$ cat config.mk
export PLATFORM = sky130hd
export DESIGN_NAME = move_and_option_instr_decode
export DESIGN_NICKNAME = d
export VERILOG_FILES = /design/src/rtl/move_pkg.sv /design/src/rtl/move_and_option_instr_decode.sv /design/src/rtl/file_reg_mem.sv
export VERILOG_INCLUDE_DIRS = /design/src /design/src/rtl
export SDC_FILE = /design/constraint.sdc
export NUM_CORES = 1
export LEC_CHECK = 0
export BUFFER_PORTS_ARGS = -buffer_cell sky130_fd_sc_hd__buf_2
export CAP_MARGIN = 20
export CORE_MARGIN = 1.5
export CORE_UTILIZATION = 63
export CTS_CLUSTER_SIZE = 40
export DETAILED_ROUTE_END_ITERATION = 8
export GPL_ROUTABILITY_DRIVEN = 0
export PLACE_DENSITY = 0.81
export SLEW_MARGIN = 20
export SYNTH_ARGS = -nofsm -noshare
export SYNTH_HDL_FRONTEND = slang
export SYNTH_SLANG_ARGS = --single-unit
$ cat constraint.sdc
create_clock -name REF_CLK -period 7.3 [get_ports REF_CLK]
set_clock_uncertainty 0.1 [all_clocks]
set_input_delay 0.73 -clock REF_CLK [delete_from_list [all_inputs] [get_ports REF_CLK]]
set_output_delay 0.73 -clock REF_CLK [all_outputs]
set_load 0.01 [all_outputs]
$ cat src/rtl/move_consts.svh
// Purpose: constants for the move and option instruction decoder
// Assumes: 12-bit program words, 8-bit data, 32 file registers
// Notes:   opcode fields are matched on the upper bits of the word
`ifndef MOVE_CONSTS_SVH
`define MOVE_CONSTS_SVH

`define WORD_W            12
`define DATA_W            8
`define FADDR_W           5
`define FILE_DEPTH        32

// opcode prefixes and fixed words
`define COPY_PREFIX       6'h08
`define COPY_PREFIX_MSB   11
`define COPY_PREFIX_LSB   6
`define LIT_PREFIX        4'hC
`define LIT_PREFIX_MSB    11
`define LIT_PREFIX_LSB    8
`define STORE_PREFIX      7'h01
`define STORE_PREFIX_MSB  11
`define STORE_PREFIX_LSB  5
`define OPTION_WORD       12'h002
`define IDLE_WORD         12'h000

// operand field positions
`define DEST_BIT          5
`define FADDR_MSB         4
`define FADDR_LSB         0
`define LIT_MSB           7
`define LIT_LSB           0

// reset values
`define ACC_RESET         8'h00
`define OPTION_RESET      8'hFF
`define ZERO_RESET        1'b0

`endif

$ cat src/rtl/move_pkg.sv
// Purpose: types shared by the move and option instruction decoder
// Assumes: nothing beyond the constants header
// Notes:   op_other covers every word this block does not execute
`default_nettype none
package move_pkg;

   typedef enum logic [2:0] {
      OP_IDLE,
      OP_COPY,
      OP_LITERAL,
      OP_STORE,
      OP_OPTION,
      OP_OTHER
   } op_t;

endpackage

`default_nettype wire

$ cat src/rtl/move_and_option_instr_decode.sv
// Purpose: decode and execute copy, literal load, store, idle and option load
// Assumes: program words arrive on the same clock with a valid/ready handshake
// Notes:   one instruction cycle is two clocks: operand read, then execute
`timescale 1ns/1ns
`default_nettype none
`include "move_consts.svh"

module move_and_option_instr_decode (
   input  wire logic                  REF_CLK,
   input  wire logic                  RST,
   input  wire logic [`WORD_W-1:0]    INSTR_WORD,
   input  wire logic                  INSTR_VALID,
   output logic                       INSTR_READY,
   output logic                       INSTR_DONE,
   output logic                       INSTR_UNSUPPORTED,
   output logic      [`DATA_W-1:0]    ACC_OUT,
   output logic      [`DATA_W-1:0]    OPTION_OUT,
   output logic                       ZERO_FLAG,
   output logic                       FILE_WR_EN,
   output logic      [`FADDR_W-1:0]   FILE_WR_ADDR,
   output logic      [`DATA_W-1:0]    FILE_WR_DATA
);

   function automatic move_pkg::op_t decode_word(input logic [`WORD_W-1:0] w);
      move_pkg::op_t op;
      op = move_pkg::OP_OTHER;
      if (w == `IDLE_WORD) begin
         op = move_pkg::OP_IDLE;
      end else if (w == `OPTION_WORD) begin
         op = move_pkg::OP_OPTION;
      end else if (w[`COPY_PREFIX_MSB:`COPY_PREFIX_LSB] == `COPY_PREFIX) begin
         op = move_pkg::OP_COPY;
      end else if (w[`LIT_PREFIX_MSB:`LIT_PREFIX_LSB] == `LIT_PREFIX) begin
         op = move_pkg::OP_LITERAL;
      end else if (w[`STORE_PREFIX_MSB:`STORE_PREFIX_LSB] == `STORE_PREFIX) begin
         op = move_pkg::OP_STORE;
      end
      return op;
   endfunction

   logic [`WORD_W-1:0]    instr_reg;
   logic [`WORD_W-1:0]    instr_next;
   logic                  busy_reg;
   logic                  busy_next;
   logic                  ready_reg;
   logic                  done_reg;
   logic                  unsup_reg;
   logic [`DATA_W-1:0]    acc_reg;
   logic [`DATA_W-1:0]    acc_next;
   logic [`DATA_W-1:0]    option_reg;
   logic [`DATA_W-1:0]    option_next;
   logic                  zero_reg;
   logic                  zero_next;
   logic                  fwr_en_reg;
   logic [`FADDR_W-1:0]   fwr_addr_reg;
   logic [`DATA_W-1:0]    fwr_data_reg;

   wire logic                  take;
   wire move_pkg::op_t         op;
   wire logic                  exec;
   wire logic                  dest_file;
   wire logic [`FADDR_W-1:0]   faddr;
   wire logic [`DATA_W-1:0]    literal;
   wire logic [`DATA_W-1:0]    file_rd_data;
   wire logic                  exec_copy;
   wire logic                  exec_lit;
   wire logic                  exec_store;
   wire logic                  exec_opt;
   wire logic                  exec_idle;
   wire logic                  exec_other;
   wire logic                  mem_we;
   wire logic [`DATA_W-1:0]    mem_wdata;

   assign take       = INSTR_VALID && ready_reg;
   assign exec       = busy_reg;
   assign op         = decode_word(instr_reg);
   assign dest_file  = instr_reg[`DEST_BIT];
   assign faddr      = instr_reg[`FADDR_MSB:`FADDR_LSB];
   assign literal    = instr_reg[`LIT_MSB:`LIT_LSB];
   assign exec_copy  = exec && (op == move_pkg::OP_COPY);
   assign exec_lit   = exec && (op == move_pkg::OP_LITERAL);
   assign exec_store = exec && (op == move_pkg::OP_STORE);
   assign exec_opt   = exec && (op == move_pkg::OP_OPTION);
   assign exec_idle  = exec && (op == move_pkg::OP_IDLE);
   assign exec_other = exec && (op == move_pkg::OP_OTHER);

   // copy with dest 1 writes the value back to the same register
   // store writes the accumulator to the addressed register
   assign mem_we    = (exec_copy && dest_file) || exec_store;
   assign mem_wdata = exec_store ? acc_reg : file_rd_data;

   assign instr_next = take ? INSTR_WORD : instr_reg;
   // one instruction cycle, read then execute
   assign busy_next  = take;

   // copy with dest 0 loads the accumulator
   assign acc_next = (exec_copy && !dest_file) ? file_rd_data :
                     exec_lit                  ? literal      :
                                                 acc_reg;

   assign option_next = exec_opt ? acc_reg : option_reg;

   // zero flag follows the moved value on copy only
   assign zero_next = exec_copy ? (file_rd_data == {`DATA_W{1'b0}}) : zero_reg;

   // operand address comes straight from the incoming word
   file_reg_mem u_file_reg_mem (
      .clk     (REF_CLK),
      .wr_en   (mem_we),
      .wr_addr (faddr),
      .wr_data (mem_wdata),
      .rd_addr (INSTR_WORD[`FADDR_MSB:`FADDR_LSB]),
      .rd_data (file_rd_data)
   );

   always_ff @(posedge REF_CLK) begin
      if (RST) begin
         instr_reg <= `IDLE_WORD;
         busy_reg  <= 1'b0;
         ready_reg <= 1'b0;
         done_reg  <= 1'b0;
         unsup_reg <= 1'b0;
      end else begin
         instr_reg <= instr_next;
         busy_reg  <= busy_next;
         ready_reg <= !take;
         done_reg  <= exec;
         unsup_reg <= exec_other;
      end
   end

   always_ff @(posedge REF_CLK) begin
      if (RST) begin
         acc_reg    <= `ACC_RESET;
         option_reg <= `OPTION_RESET;
         zero_reg   <= `ZERO_RESET;
      end else begin
         acc_reg    <= acc_next;
         option_reg <= option_next;
         zero_reg   <= zero_next;
      end
   end

   // mirror of the file write, visible one clock after the execute step
   always_ff @(posedge REF_CLK) begin
      if (RST) begin
         fwr_en_reg   <= 1'b0;
         fwr_addr_reg <= {`FADDR_W{1'b0}};
         fwr_data_reg <= {`DATA_W{1'b0}};
      end else begin
         fwr_en_reg <= mem_we;
         if (mem_we) begin
            fwr_addr_reg <= faddr;
            fwr_data_reg <= mem_wdata;
         end
      end
   end

   assign INSTR_READY       = ready_reg;
   assign INSTR_DONE        = done_reg;
   assign INSTR_UNSUPPORTED = unsup_reg;
   assign ACC_OUT           = acc_reg;
   assign OPTION_OUT        = option_reg;
   assign ZERO_FLAG         = zero_reg;
   assign FILE_WR_EN        = fwr_en_reg;
   assign FILE_WR_ADDR      = fwr_addr_reg;
   assign FILE_WR_DATA      = fwr_data_reg;
endmodule

`default_nettype wire

$ cat src/rtl/file_reg_mem.sv
// Purpose: 32 x 8 file register storage
// Assumes: one write port, one read port, same clock
// Notes:   read data come from a register one edge after the address
`timescale 1ns/1ns
`default_nettype none
`include "move_consts.svh"

module file_reg_mem (
   input  wire logic                  clk,
   input  wire logic                  wr_en,
   input  wire logic [`FADDR_W-1:0]   wr_addr,
   input  wire logic [`DATA_W-1:0]    wr_data,
   input  wire logic [`FADDR_W-1:0]   rd_addr,
   output logic      [`DATA_W-1:0]    rd_data
);

   logic [`DATA_W-1:0] mem [0:`FILE_DEPTH-1];

   always_ff @(posedge clk) begin
      if (wr_en) begin
         mem[wr_addr] <= wr_data;
      end
   end

   // read-before-write on a shared address
   always_ff @(posedge clk) begin
      rd_data <= mem[rd_addr];
   end

endmodule

`default_nettype wire

==> impl_metrics.json, run 1 <==
{
  "final_nets": 715,
  "grt_pass1_wl_um": 39800,
  "die_area_sq_mm": 0.0197,
  "first_pass_iters": 5,
  "hp-class": "input port to register",
  "cts-root-buf": "clkbuf_16",
  "crit_type": "register to register",
  "critPathCaptureType": "register",
  "rr_startpoint": "instr_reg[6]",
  "comb_power_share": 0.054,
  "finalMaxSlewViolations": 0,
  "grt_pass1_vias": 6585,
  "largest_reg_flops": 256,
  "grt_overflow": 0,
  "cts_resized": 0,
  "dp_hpwl_um": 15800,
  "fin_crit_ns": 3.34,
  "synth_fp_nets": 669,
  "rsz0062_at_grt": "no",
  "p_per_area_mw_per_mm2": 279,
  "rr_worst_depth": 4,
  "switching_share": 0.213,
  "rrSetupSlack_ns": 3.96,
  "grt_max_degree": 66,
  "setup_tns_ns": 0,
  "whs_ns": 0.283,
  "post_drt_wl_per_cell_um": 27.3,
  "cts_num_sinks": 311,
  "peakVddDrop_v": 0.000341,
  "std_cell_rows": 50,
  "synth_area_sq_mm": 0.0119,
  "cp_max_fo": 23,
  "die_h_um": 140,
  "clk_latency_ns": 0.55,
  "drive_gt1_frac": 0.241,
  "cp.arrival_ns": 3.41,
  "start_util": 0.640,
  "drv_cap": 0,
  "grt_usage": 0.273,
  "cts_buffers": 30,
  "syn_area_per_cell_sq_um": 18.2,
  "synth_cell_types": 40,
  "cts_hold_buf": 0,
  "endpoint": "u_file_reg_mem.mem[0][4]",
  "ys_seq_area_frac": 0.739,
  "coreArea_sq_mm": 0.0186,
  "cts_tree": "built",
  "r2r-end": "u_file_reg_mem.mem[0][4]",
  "max_freq_mhz": 299,
  "dp_slack_ns": 4.03,
  "internal_power_w": 0.00291,
  "vias": 6613,
  "synthCells": 654,
  "p_seq_frac": 0.538,
  "ys_warn_count": 0,
  "grt_antenna_before_repair": 0,
  "h-tree-depth": 1,
  "drc_errors": 0,
  "relSlewSlack": 0.279,
  "status": "completed",
  "p_clk_frac": 0.408,
  "via_per_inst": 6.92,
  "hold_viol_final": 0,
  "detail-route-antenna-nets": 0,
  "yosys_register_bits": 311,
  "diodes": 0,
  "worst_slack_ns": 3.96,
  "fin_util": 0.714,
  "post_cts_buffers": 0,
  "switchingPower_w": 0.000786,
  "cp.required_ns": 7.37,
  "port_buffers": 48,
  "fin_crit_sh": 0.457,
  "ios": 49,
  "setup_viol": 0,
  "worst_pin_slew_ns": 1.07,
  "drtIter0Drc": 871,
  "die_w_um": 140,
  "clock_path_buffers": 3,
  "area_growth_pct": 11.5,
  "start_kind": "register",
  "clkTransAtPathRegs_ns": 0.06,
  "crit_path_start": "instr_reg[6]",
  "leakage_nw": 4.35,
  "routed_wl_um": 26100
}
-- Yosys cell counts --
cell / instances / area share
edfxtp_1: 256 / 0.65
mux4_2: 64 / 0.12
dfxtp_1: 55 / 0.093
nor2_1: 43 / 0.014
o22ai_1: 32 / 0.017
clkbuf_1: 22 / 0.0069
nand2_1: 22 / 0.0069
nor4_1: 20 / 0.011
nand3_1: 13 / 0.0055
a22o_1: 12 / 0.0088
buf_1: 10 / 0.0032
a31oi_1: 9 / 0.0047
nand3b_1: 9 / 0.0057
o21ai_0: 9 / 0.0038
a21oi_1: 8 / 0.0034
mux2_4: 8 / 0.010
nand2b_1: 8 / 0.0042
o211a_1: 8 / 0.0067
a311oi_1: 7 / 0.0052
buf_2: 6 / 0.0025
inv_1: 4 / 0.0013
nor3_1: 4 / 0.0017
or3_1: 4 / 0.0021
or3b_2: 3 / 0.0022
nand4_1: 2 / 0.0011
or4_1: 2 / 0.0013
a211oi_1: 1 / 0.00063
a221o_1: 1 / 0.00084
a221oi_2: 1 / 0.0013
and3_1: 1 / 0.00053
buf_6: 1 / 0.00095
nand4b_1: 1 / 0.00074
nor2b_1: 1 / 0.00053
nor4_2: 1 / 0.0011
nor4b_1: 1 / 0.00074
nor4bb_1: 1 / 0.00084
o22a_1: 1 / 0.00074
or2_1: 1 / 0.00053
or3_4: 1 / 0.00095
or4_4: 1 / 0.00095
-- critical path: stages (launching register included) --
cell	delay (ns)
dfxtp_1	0.35
nor3_1	0.33
nand4_1	0.70
or3_1	0.78
nor2_1	0.70
-- worst min-delay path by stage --
| stage | from | end | cells after the start |
|---|---|---|---|
| after floorplan | FILE_WR_ADDR[0] | FILE_WR_ADDR[0] | 2 |
| after global placement | FILE_WR_ADDR[1] | FILE_WR_ADDR[1] | 2 |
| after detailed placement | FILE_WR_ADDR[0] | FILE_WR_ADDR[0] | 2 |
| after CTS | INSTR_WORD[5] | instr_reg[5] | 2 |
| after global routing | INSTR_WORD[5] | instr_reg[5] | 2 |
| final | INSTR_WORD[6] | instr_reg[6] | 2 |
-- placed cells by master (no fill, tap or decap), types with 4 or more instances in the layout --
cell / n
a21oi_1: 8
a22o_1: 12
a311oi_1: 7
a31oi_1: 9
buf_2: 47
buf_4: 5
clkbuf_1: 7
clkbuf_16: 31
clkinv_1: 5
clkinv_2: 4
dfxtp_1: 55
edfxtp_1: 256
inv_1: 4
mux2_4: 8
mux4_2: 64
nand2_1: 22
nand2b_1: 8
nand3_1: 13
nand3b_1: 9
nor2_1: 43
nor4_1: 20
o211a_1: 8
o21ai_0: 9
o22ai_1: 32
or3_1: 4
-- stage by stage --
step | std cells | total power, W | area (sq um)
2_1_floorplan | 654 | 0.00215 | 11900
3_3_place_gp | 902 | 0.00222 | 12300
3_5_place_dp | 902 | 0.00222 | 12300
4_1_cts | 955 | 0.00370 | 13300
5_1_grt | 955 | 0.00378 | 13300
6_report | 955 | 0.00369 | 13300
-- power by group through the flow --
| stage | sequential [W] | clock [W] | combinational (W) |
|---|---|---|---|
| after global placement | 0.00202 | 0 | 0.000191 |
| after detailed placement | 0.00203 | 0 | 0.000199 |
| after global routing | 0.00199 | 0.00158 | 0.000214 |
| after floorplan | 0.00201 | 0 | 0.000135 |
| after CTS | 0.00199 | 0.00152 | 0.000200 |
| final | 0.00199 | 0.00151 | 0.000200 |
-- logic make-up (layout without fill, tap and decap cells) --
| logic type | count (synthesis) | after routing | share of synthesized area |
|---|---|---|---|
| buffers and inverters | 43 | 110 | 0.0148 |
| AOI/OAI and AO/OA | 89 | 89 | 0.0529 |
| and+or+nand+nor | 139 | 139 | 0.0616 |
| muxes | 72 | 72 | 0.131 |
| DFF | 311 | 311 | 0.739 |
-- per-layer routing --
layer,share of wire,GRT usage,vias up
met1,0.39,0.382,3383
met4,0.030,0.102,0
met5,0,0,-
li1,-,-,2778
met3,0.083,0.0397,57
met2,0.50,0.445,395
-- area by class of cell --
| type | count | area, sq um |
|---|---|---|
| well taps | 234 | 293 |
| fillers | 1085 | 5320 |
| clock inverters | 15 | 149 |
| clock buffers | 38 | 802 |
| multi-input cells | 300 | 2930 |
| inverters | 4 | 15.0 |
| repair buffers | 53 | 284 |
| flip-flops and latches | 311 | 8790 |
Power figures use the tool's default switching activity.
==> run 2, diff against run 1 <==
- CORE_UTILIZATION: 63 -> 55
- PLACE_DENSITY: 0.81 -> 0.75
- clock period: 7.3 -> 2.69 ns (I/O delays scaled with it)
==> run 2 against run 1 <==
- total power rose to 2.7 times the previous value
- largest power group unchanged
- sequential power rose to 2.7 times the previous value
- critical endpoint is now u_file_reg_mem.mem[31][3]
- highest routed layer unchanged
- non-clock buffer count up 48
==> impl_metrics.json, run 2 (synthesized netlist as in run 1, its figures left out) <==
{
  "leakage_nw": 4.60,
  "cts_resized": 0,
  "fin_crit_ns": 2.48,
  "largest_reg_flops": 256,
  "crit_buf_inv": 3,
  "drv_cap": 0,
  "p_per_area_mw_per_mm2": 731,
  "clk_latency_ns": 0.55,
  "std_cell_rows": 53,
  "peakVddDrop_v": 0.000429,
  "cts_hold_buf": 8,
  "grt_max_degree": 66,
  "cp_common_cell": "buf_4",
  "finalMaxSlewViolations": 0,
  "critPathCaptureType": "register",
  "vias": 6595,
  "drive_gt1_frac": 0.286,
  "worst_pin_slew_ns": 1.00,
  "drtIter0Drc": 772,
  "h-tree-depth": 1,
  "die_w_um": 150,
  "clkTransAtPathRegs_ns": 0.06,
  "power_w": 0.0101,
  "grt_antenna_before_repair": 0,
  "cp.required_ns": 2.84,
  "diodes": 0,
  "max_freq_mhz": 404,
  "rsz0062_at_grt": "no",
  "hp-class": "input port to register",
  "relSlewSlack": 0.332,
  "dp_cells": 983,
  "start_kind": "register",
  "drc_errors": 0,
  "crit_type": "register to register",
  "coreArea_sq_mm": 0.0211,
  "port_buffers": 48,
  "placed_cell_area_sq_mm": 0.0127,
  "via_per_inst": 6.31,
  "crit_path_start": "busy_reg",
  "cts_tree": "built",
  "cp_slowest_cell": "dfxtp_1",
  "start_util": 0.564,
  "die_h_um": 150,
  "final_common_cell": "edfxtp_1",
  "status": "completed",
  "die_area_sq_mm": 0.0225,
  "grt_pass1_wl_um": 39500,
  "area_growth_pct": 15.6,
  "routed_wl_um": 26000,
  "post_drt_wl_per_cell_um": 24.9,
  "final_nets": 762,
  "dp_hpwl_um": 16300,
  "max_stage_delay_ns": 0.54,
  "hold_viol_final": 0,
  "clock_path_buffers": 3,
  "cts_num_sinks": 311,
  "multiInputGateArea_sq_mm": 0.00293,
  "grt_overflow": 0,
  "worstHoldStart": "INSTR_WORD[2]",
  "grt_usage": 0.239,
  "crit_family": "simple AND/OR/NAND/NOR gates",
  "detail-route-antenna-nets": 0,
  "cts-root-buf": "clkbuf_16",
  "path_cells": "inv_1 -> nor4_2 -> buf_4 -> nand3_1 -> nor2_1 -> buf_4",
  "setup_tns_ns": 0,
  "grt_pass1_vias": 6562,
  "cts_buffers": 29,
  "register_area_sq_mm": 0.00879,
  "post_cts_buffers": 0,
  "ios": 49,
  "fin_util": 0.652,
  "rr_startpoint": "busy_reg",
  "stdcell_count": 1045,
  "fin_crit_sh": 0.921,
  "setup_viol": 0,
  "stdcell_area_sq_mm": 0.0137,
  "final_cell_mix": "edfxtp_1, mux4_2, dfxtp_1, buf_2",
  "cp.arrival_ns": 2.63,
  "cp_max_fo": 13,
  "fillers": 1402,
  "first_pass_iters": 5
}
==> run 2: changes by cell type in the layout (fill, tap and decap cells not counted), sizes merged <==
| cell | previous run | this run |
|---|---|---|
| buf | 53 | 93 |
| bufinv | 3 | 4 |
| clkbuf | 38 | 32 |
| clkinvlp | 3 | 8 |
| dlygate4sd3 | 0 | 8 |
| inv | 4 | 5 |
==> run 2: layer usage <==
layer / vias to the layer above / global-route usage / routed length, um
li1: 2863 / - / -
met1: 3386 / 0.341 / 10600
met2: 300 / 0.396 / 12900
met3: 46 / 0.0323 / 2030
met4: 0 / 0.0578 / 495
met5: - / 0 / 0
==> run 2: worst paths after layout <==
check / endpoint / slack [ns] / cells past startpoint
max reg2reg: u_file_reg_mem.mem[31][3] / 0.21 / 6
max: u_file_reg_mem.mem[31][3] / 0.21 / 6
min: instr_reg[2] / 0.04 / 2
min reg2reg: FILE_WR_ADDR[4] / 0.36 / 2
==> run 2: final cells by class <==
| cell class | count | share of cell area |
|---|---|---|
| clock buffers | 32 | 0.0543 |
| well taps | 275 | 0.0250 |
| multi-input cells | 300 | 0.213 |
| inverters | 4 | 0.00109 |
| repair buffers | 101 | 0.0508 |
| flip-flops and latches | 311 | 0.639 |
| clock inverters | 22 | 0.0164 |
==> run 2: power by group <==
group	internal, W	switching, W	total, W
logic	0.000194	0.000363	0.000558
clock network	0.00239	0.00172	0.00411
registers	0.00534	0.0000432	0.00538
==> run 2: metrics by stage <==
| stage | hold slack, ns | setup WS, ns |
|---|---|---|
| 6_report | 0.0351 | 0.214 |
| 5_1_grt | 0.0428 | 0.103 |
| 4_1_cts | 0.0109 | 0.243 |
| 3_5_place_dp | 0.348 | 0.295 |
| 3_3_place_gp | 0.347 | 0.338 |
| 2_1_floorplan | 0.295 | 0.0207 |
==> run 3, diff against run 2 <==
- CORE_ASPECT_RATIO: default -> 1.5
==> run 3 against run 2 <==
- global-route usage grew 1.8 points
- hold slack got worse by 0.0054 ns
- clock-buffer cell count grew 11
- worst setup slack lost 0.048 ns
- combinational power increased by 2%
- sequential power is essentially flat
- highest routed layer unchanged
- first-iteration DRC count shrank 4.9%
==> impl_metrics.json, run 3 (synthesized netlist as in run 1, its figures left out) <==
{
  "status": "completed",
  "cts_resized": 0,
  "die_w_um": 123,
  "setup_viol": 0,
  "grt_usage": 0.258,
  "worst_slack_ns": 0.166,
  "final_cell_mix": "edfxtp_1, mux4_2, buf_4, dfxtp_1, buf_2",
  "cp.arrival_ns": 2.64,
  "drtIter0Drc": 734,
  "p_per_area_mw_per_mm2": 702,
  "vias": 6774,
  "coreArea_sq_mm": 0.0211,
  "grt_antenna_before_repair": 0,
  "max_freq_mhz": 396,
  "die_area_sq_mm": 0.0225,
  "grt_pass1_vias": 6952,
  "drv_cap": 0,
  "fillers": 1370,
  "area_growth_pct": 15.6,
  "cp.required_ns": 2.81,
  "cts_tree": "built",
  "grt_overflow": 0,
  "via_per_inst": 6.46,
  "detail-route-antenna-nets": 0,
  "max_stage_delay_ns": 0.49,
  "dp_slack_ns": 0.302,
  "dp_hpwl_um": 19000,
  "first_pass_iters": 5,
  "cts_num_sinks": 311,
  "cp_max_fo": 8,
  "start_kind": "register",
  "peakVddDrop_v": 0.000424,
  "crit_type": "register to register",
  "wl_met1_um": 9620,
  "diodes": 0,
  "register_area_sq_mm": 0.00879,
  "port_buffers": 48,
  "rsz0062_at_grt": "no",
  "post_drt_wl_per_cell_um": 26.8,
  "dr_wl_met2_um": 15000,
  "relSlewSlack": 0.368,
  "final_nets": 775,
  "setup_tns_ns": 0,
  "drive_gt1_frac": 0.291,
  "clkTransAtPathRegs_ns": 0.07,
  "h-tree-depth": 1,
  "die_h_um": 183,
  "drc_errors": 0,
  "ios": 49,
  "final_common_cell": "edfxtp_1",
  "worst_pin_slew_ns": 0.949,
  "clk_latency_ns": 0.53,
  "maxUsedRoutingLayer": "met4",
  "std_cell_rows": 65,
  "grt_pass1_wl_um": 41800,
  "multiInputGateArea_sq_mm": 0.00293,
  "fin_crit_sh": 0.938,
  "cts_hold_buf": 8,
  "routed_wl_um": 28100,
  "path_cells": "inv_1 -> nor4_2 -> buf_4 -> nand3_1 -> nor4_1 -> buf_4",
  "post_cts_buffers": 0,
  "finalMaxSlewViolations": 0,
  "hold_viol_final": 0,
  "cp_slowest_cell": "dfxtp_1",
  "placed_cell_area_sq_mm": 0.0128,
  "fin_crit_ns": 2.52,
  "wl_met3_um": 1920,
  "whs_ns": 0.0297,
  "stdcell_area_sq_mm": 0.0137,
  "leakage_nw": 4.65,
  "hp-class": "input port to register",
  "cts_buffers": 27,
  "largest_reg_flops": 256,
  "start_util": 0.562,
  "critPathCaptureType": "register",
  "cts-root-buf": "clkbuf_16",
  "fin_util": 0.650,
  "cp_common_cell": "buf_4",
  "grt_max_degree": 34,
  "clock_path_buffers": 3
}
-- run 3: cell count changes in the layout (fill, tap and decap cells not counted), sizes merged --
cell / change
clkinv: -4
bufinv: -4
clkbuf: +11
clkinvlp: -8
buf: +15
-- run 3: critical path, delay by kind of cell, from the launching register on --
| family | cells | cell delay (ns) |
|---|---|---|
| buf+inv | 3 | 0.69 |
| flops | 1 | 0.49 |
| simple gates | 3 | 0.92 |
-- run 3: report_power, final --
part	switching [W]	internal, W	total [W]
Sequential	0.0000441	0.00534	0.00538
Clock	0.00162	0.00208	0.00370
Combinational	0.000363	0.000205	0.000568
-- run 3: metrics by stage --
| stage | std cells | power [W] |
|---|---|---|
| 2_1_floorplan | 654 | 0.00583 |
| 3_3_place_gp | 991 | 0.00601 |
| 3_5_place_dp | 991 | 0.00604 |
| 4_1_cts | 1048 | 0.00969 |
| 5_1_grt | 1048 | 0.00992 |
| 6_report | 1048 | 0.00965 |
-- run 3: metal layers --
| metal | vias up | track usage |
|---|---|---|
| li1 | 2893 | - |
| met1 | 3428 | 0.290 |
| met2 | 363 | 0.460 |
| met3 | 90 | 0.0498 |
| met4 | 0 | 0.131 |
| met5 | - | 0 |
-- run 3: cell type report --
cell class,count,share of cell area
Sequential cell,311,0.639
Inverter,4,0.00109
Tap cell,268,0.0244
Clock buffer,43,0.0594
Multi-Input combinational cell,300,0.213
Timing Repair Buffer,116,0.0599
Clock inverter,6,0.00264
-- run 3: path summary, 6_finish.rpt --
kind | start | end | slack, ns | cells after the start
min | INSTR_WORD[2] | instr_reg[2] | 0.03 | 2
max | instr_reg[5] | u_file_reg_mem.mem[17][7] | 0.17 | 6
max reg2reg | instr_reg[5] | u_file_reg_mem.mem[17][7] | 0.17 | 6
min reg2reg | FILE_WR_ADDR[0] | FILE_WR_ADDR[0] | 0.36 | 2
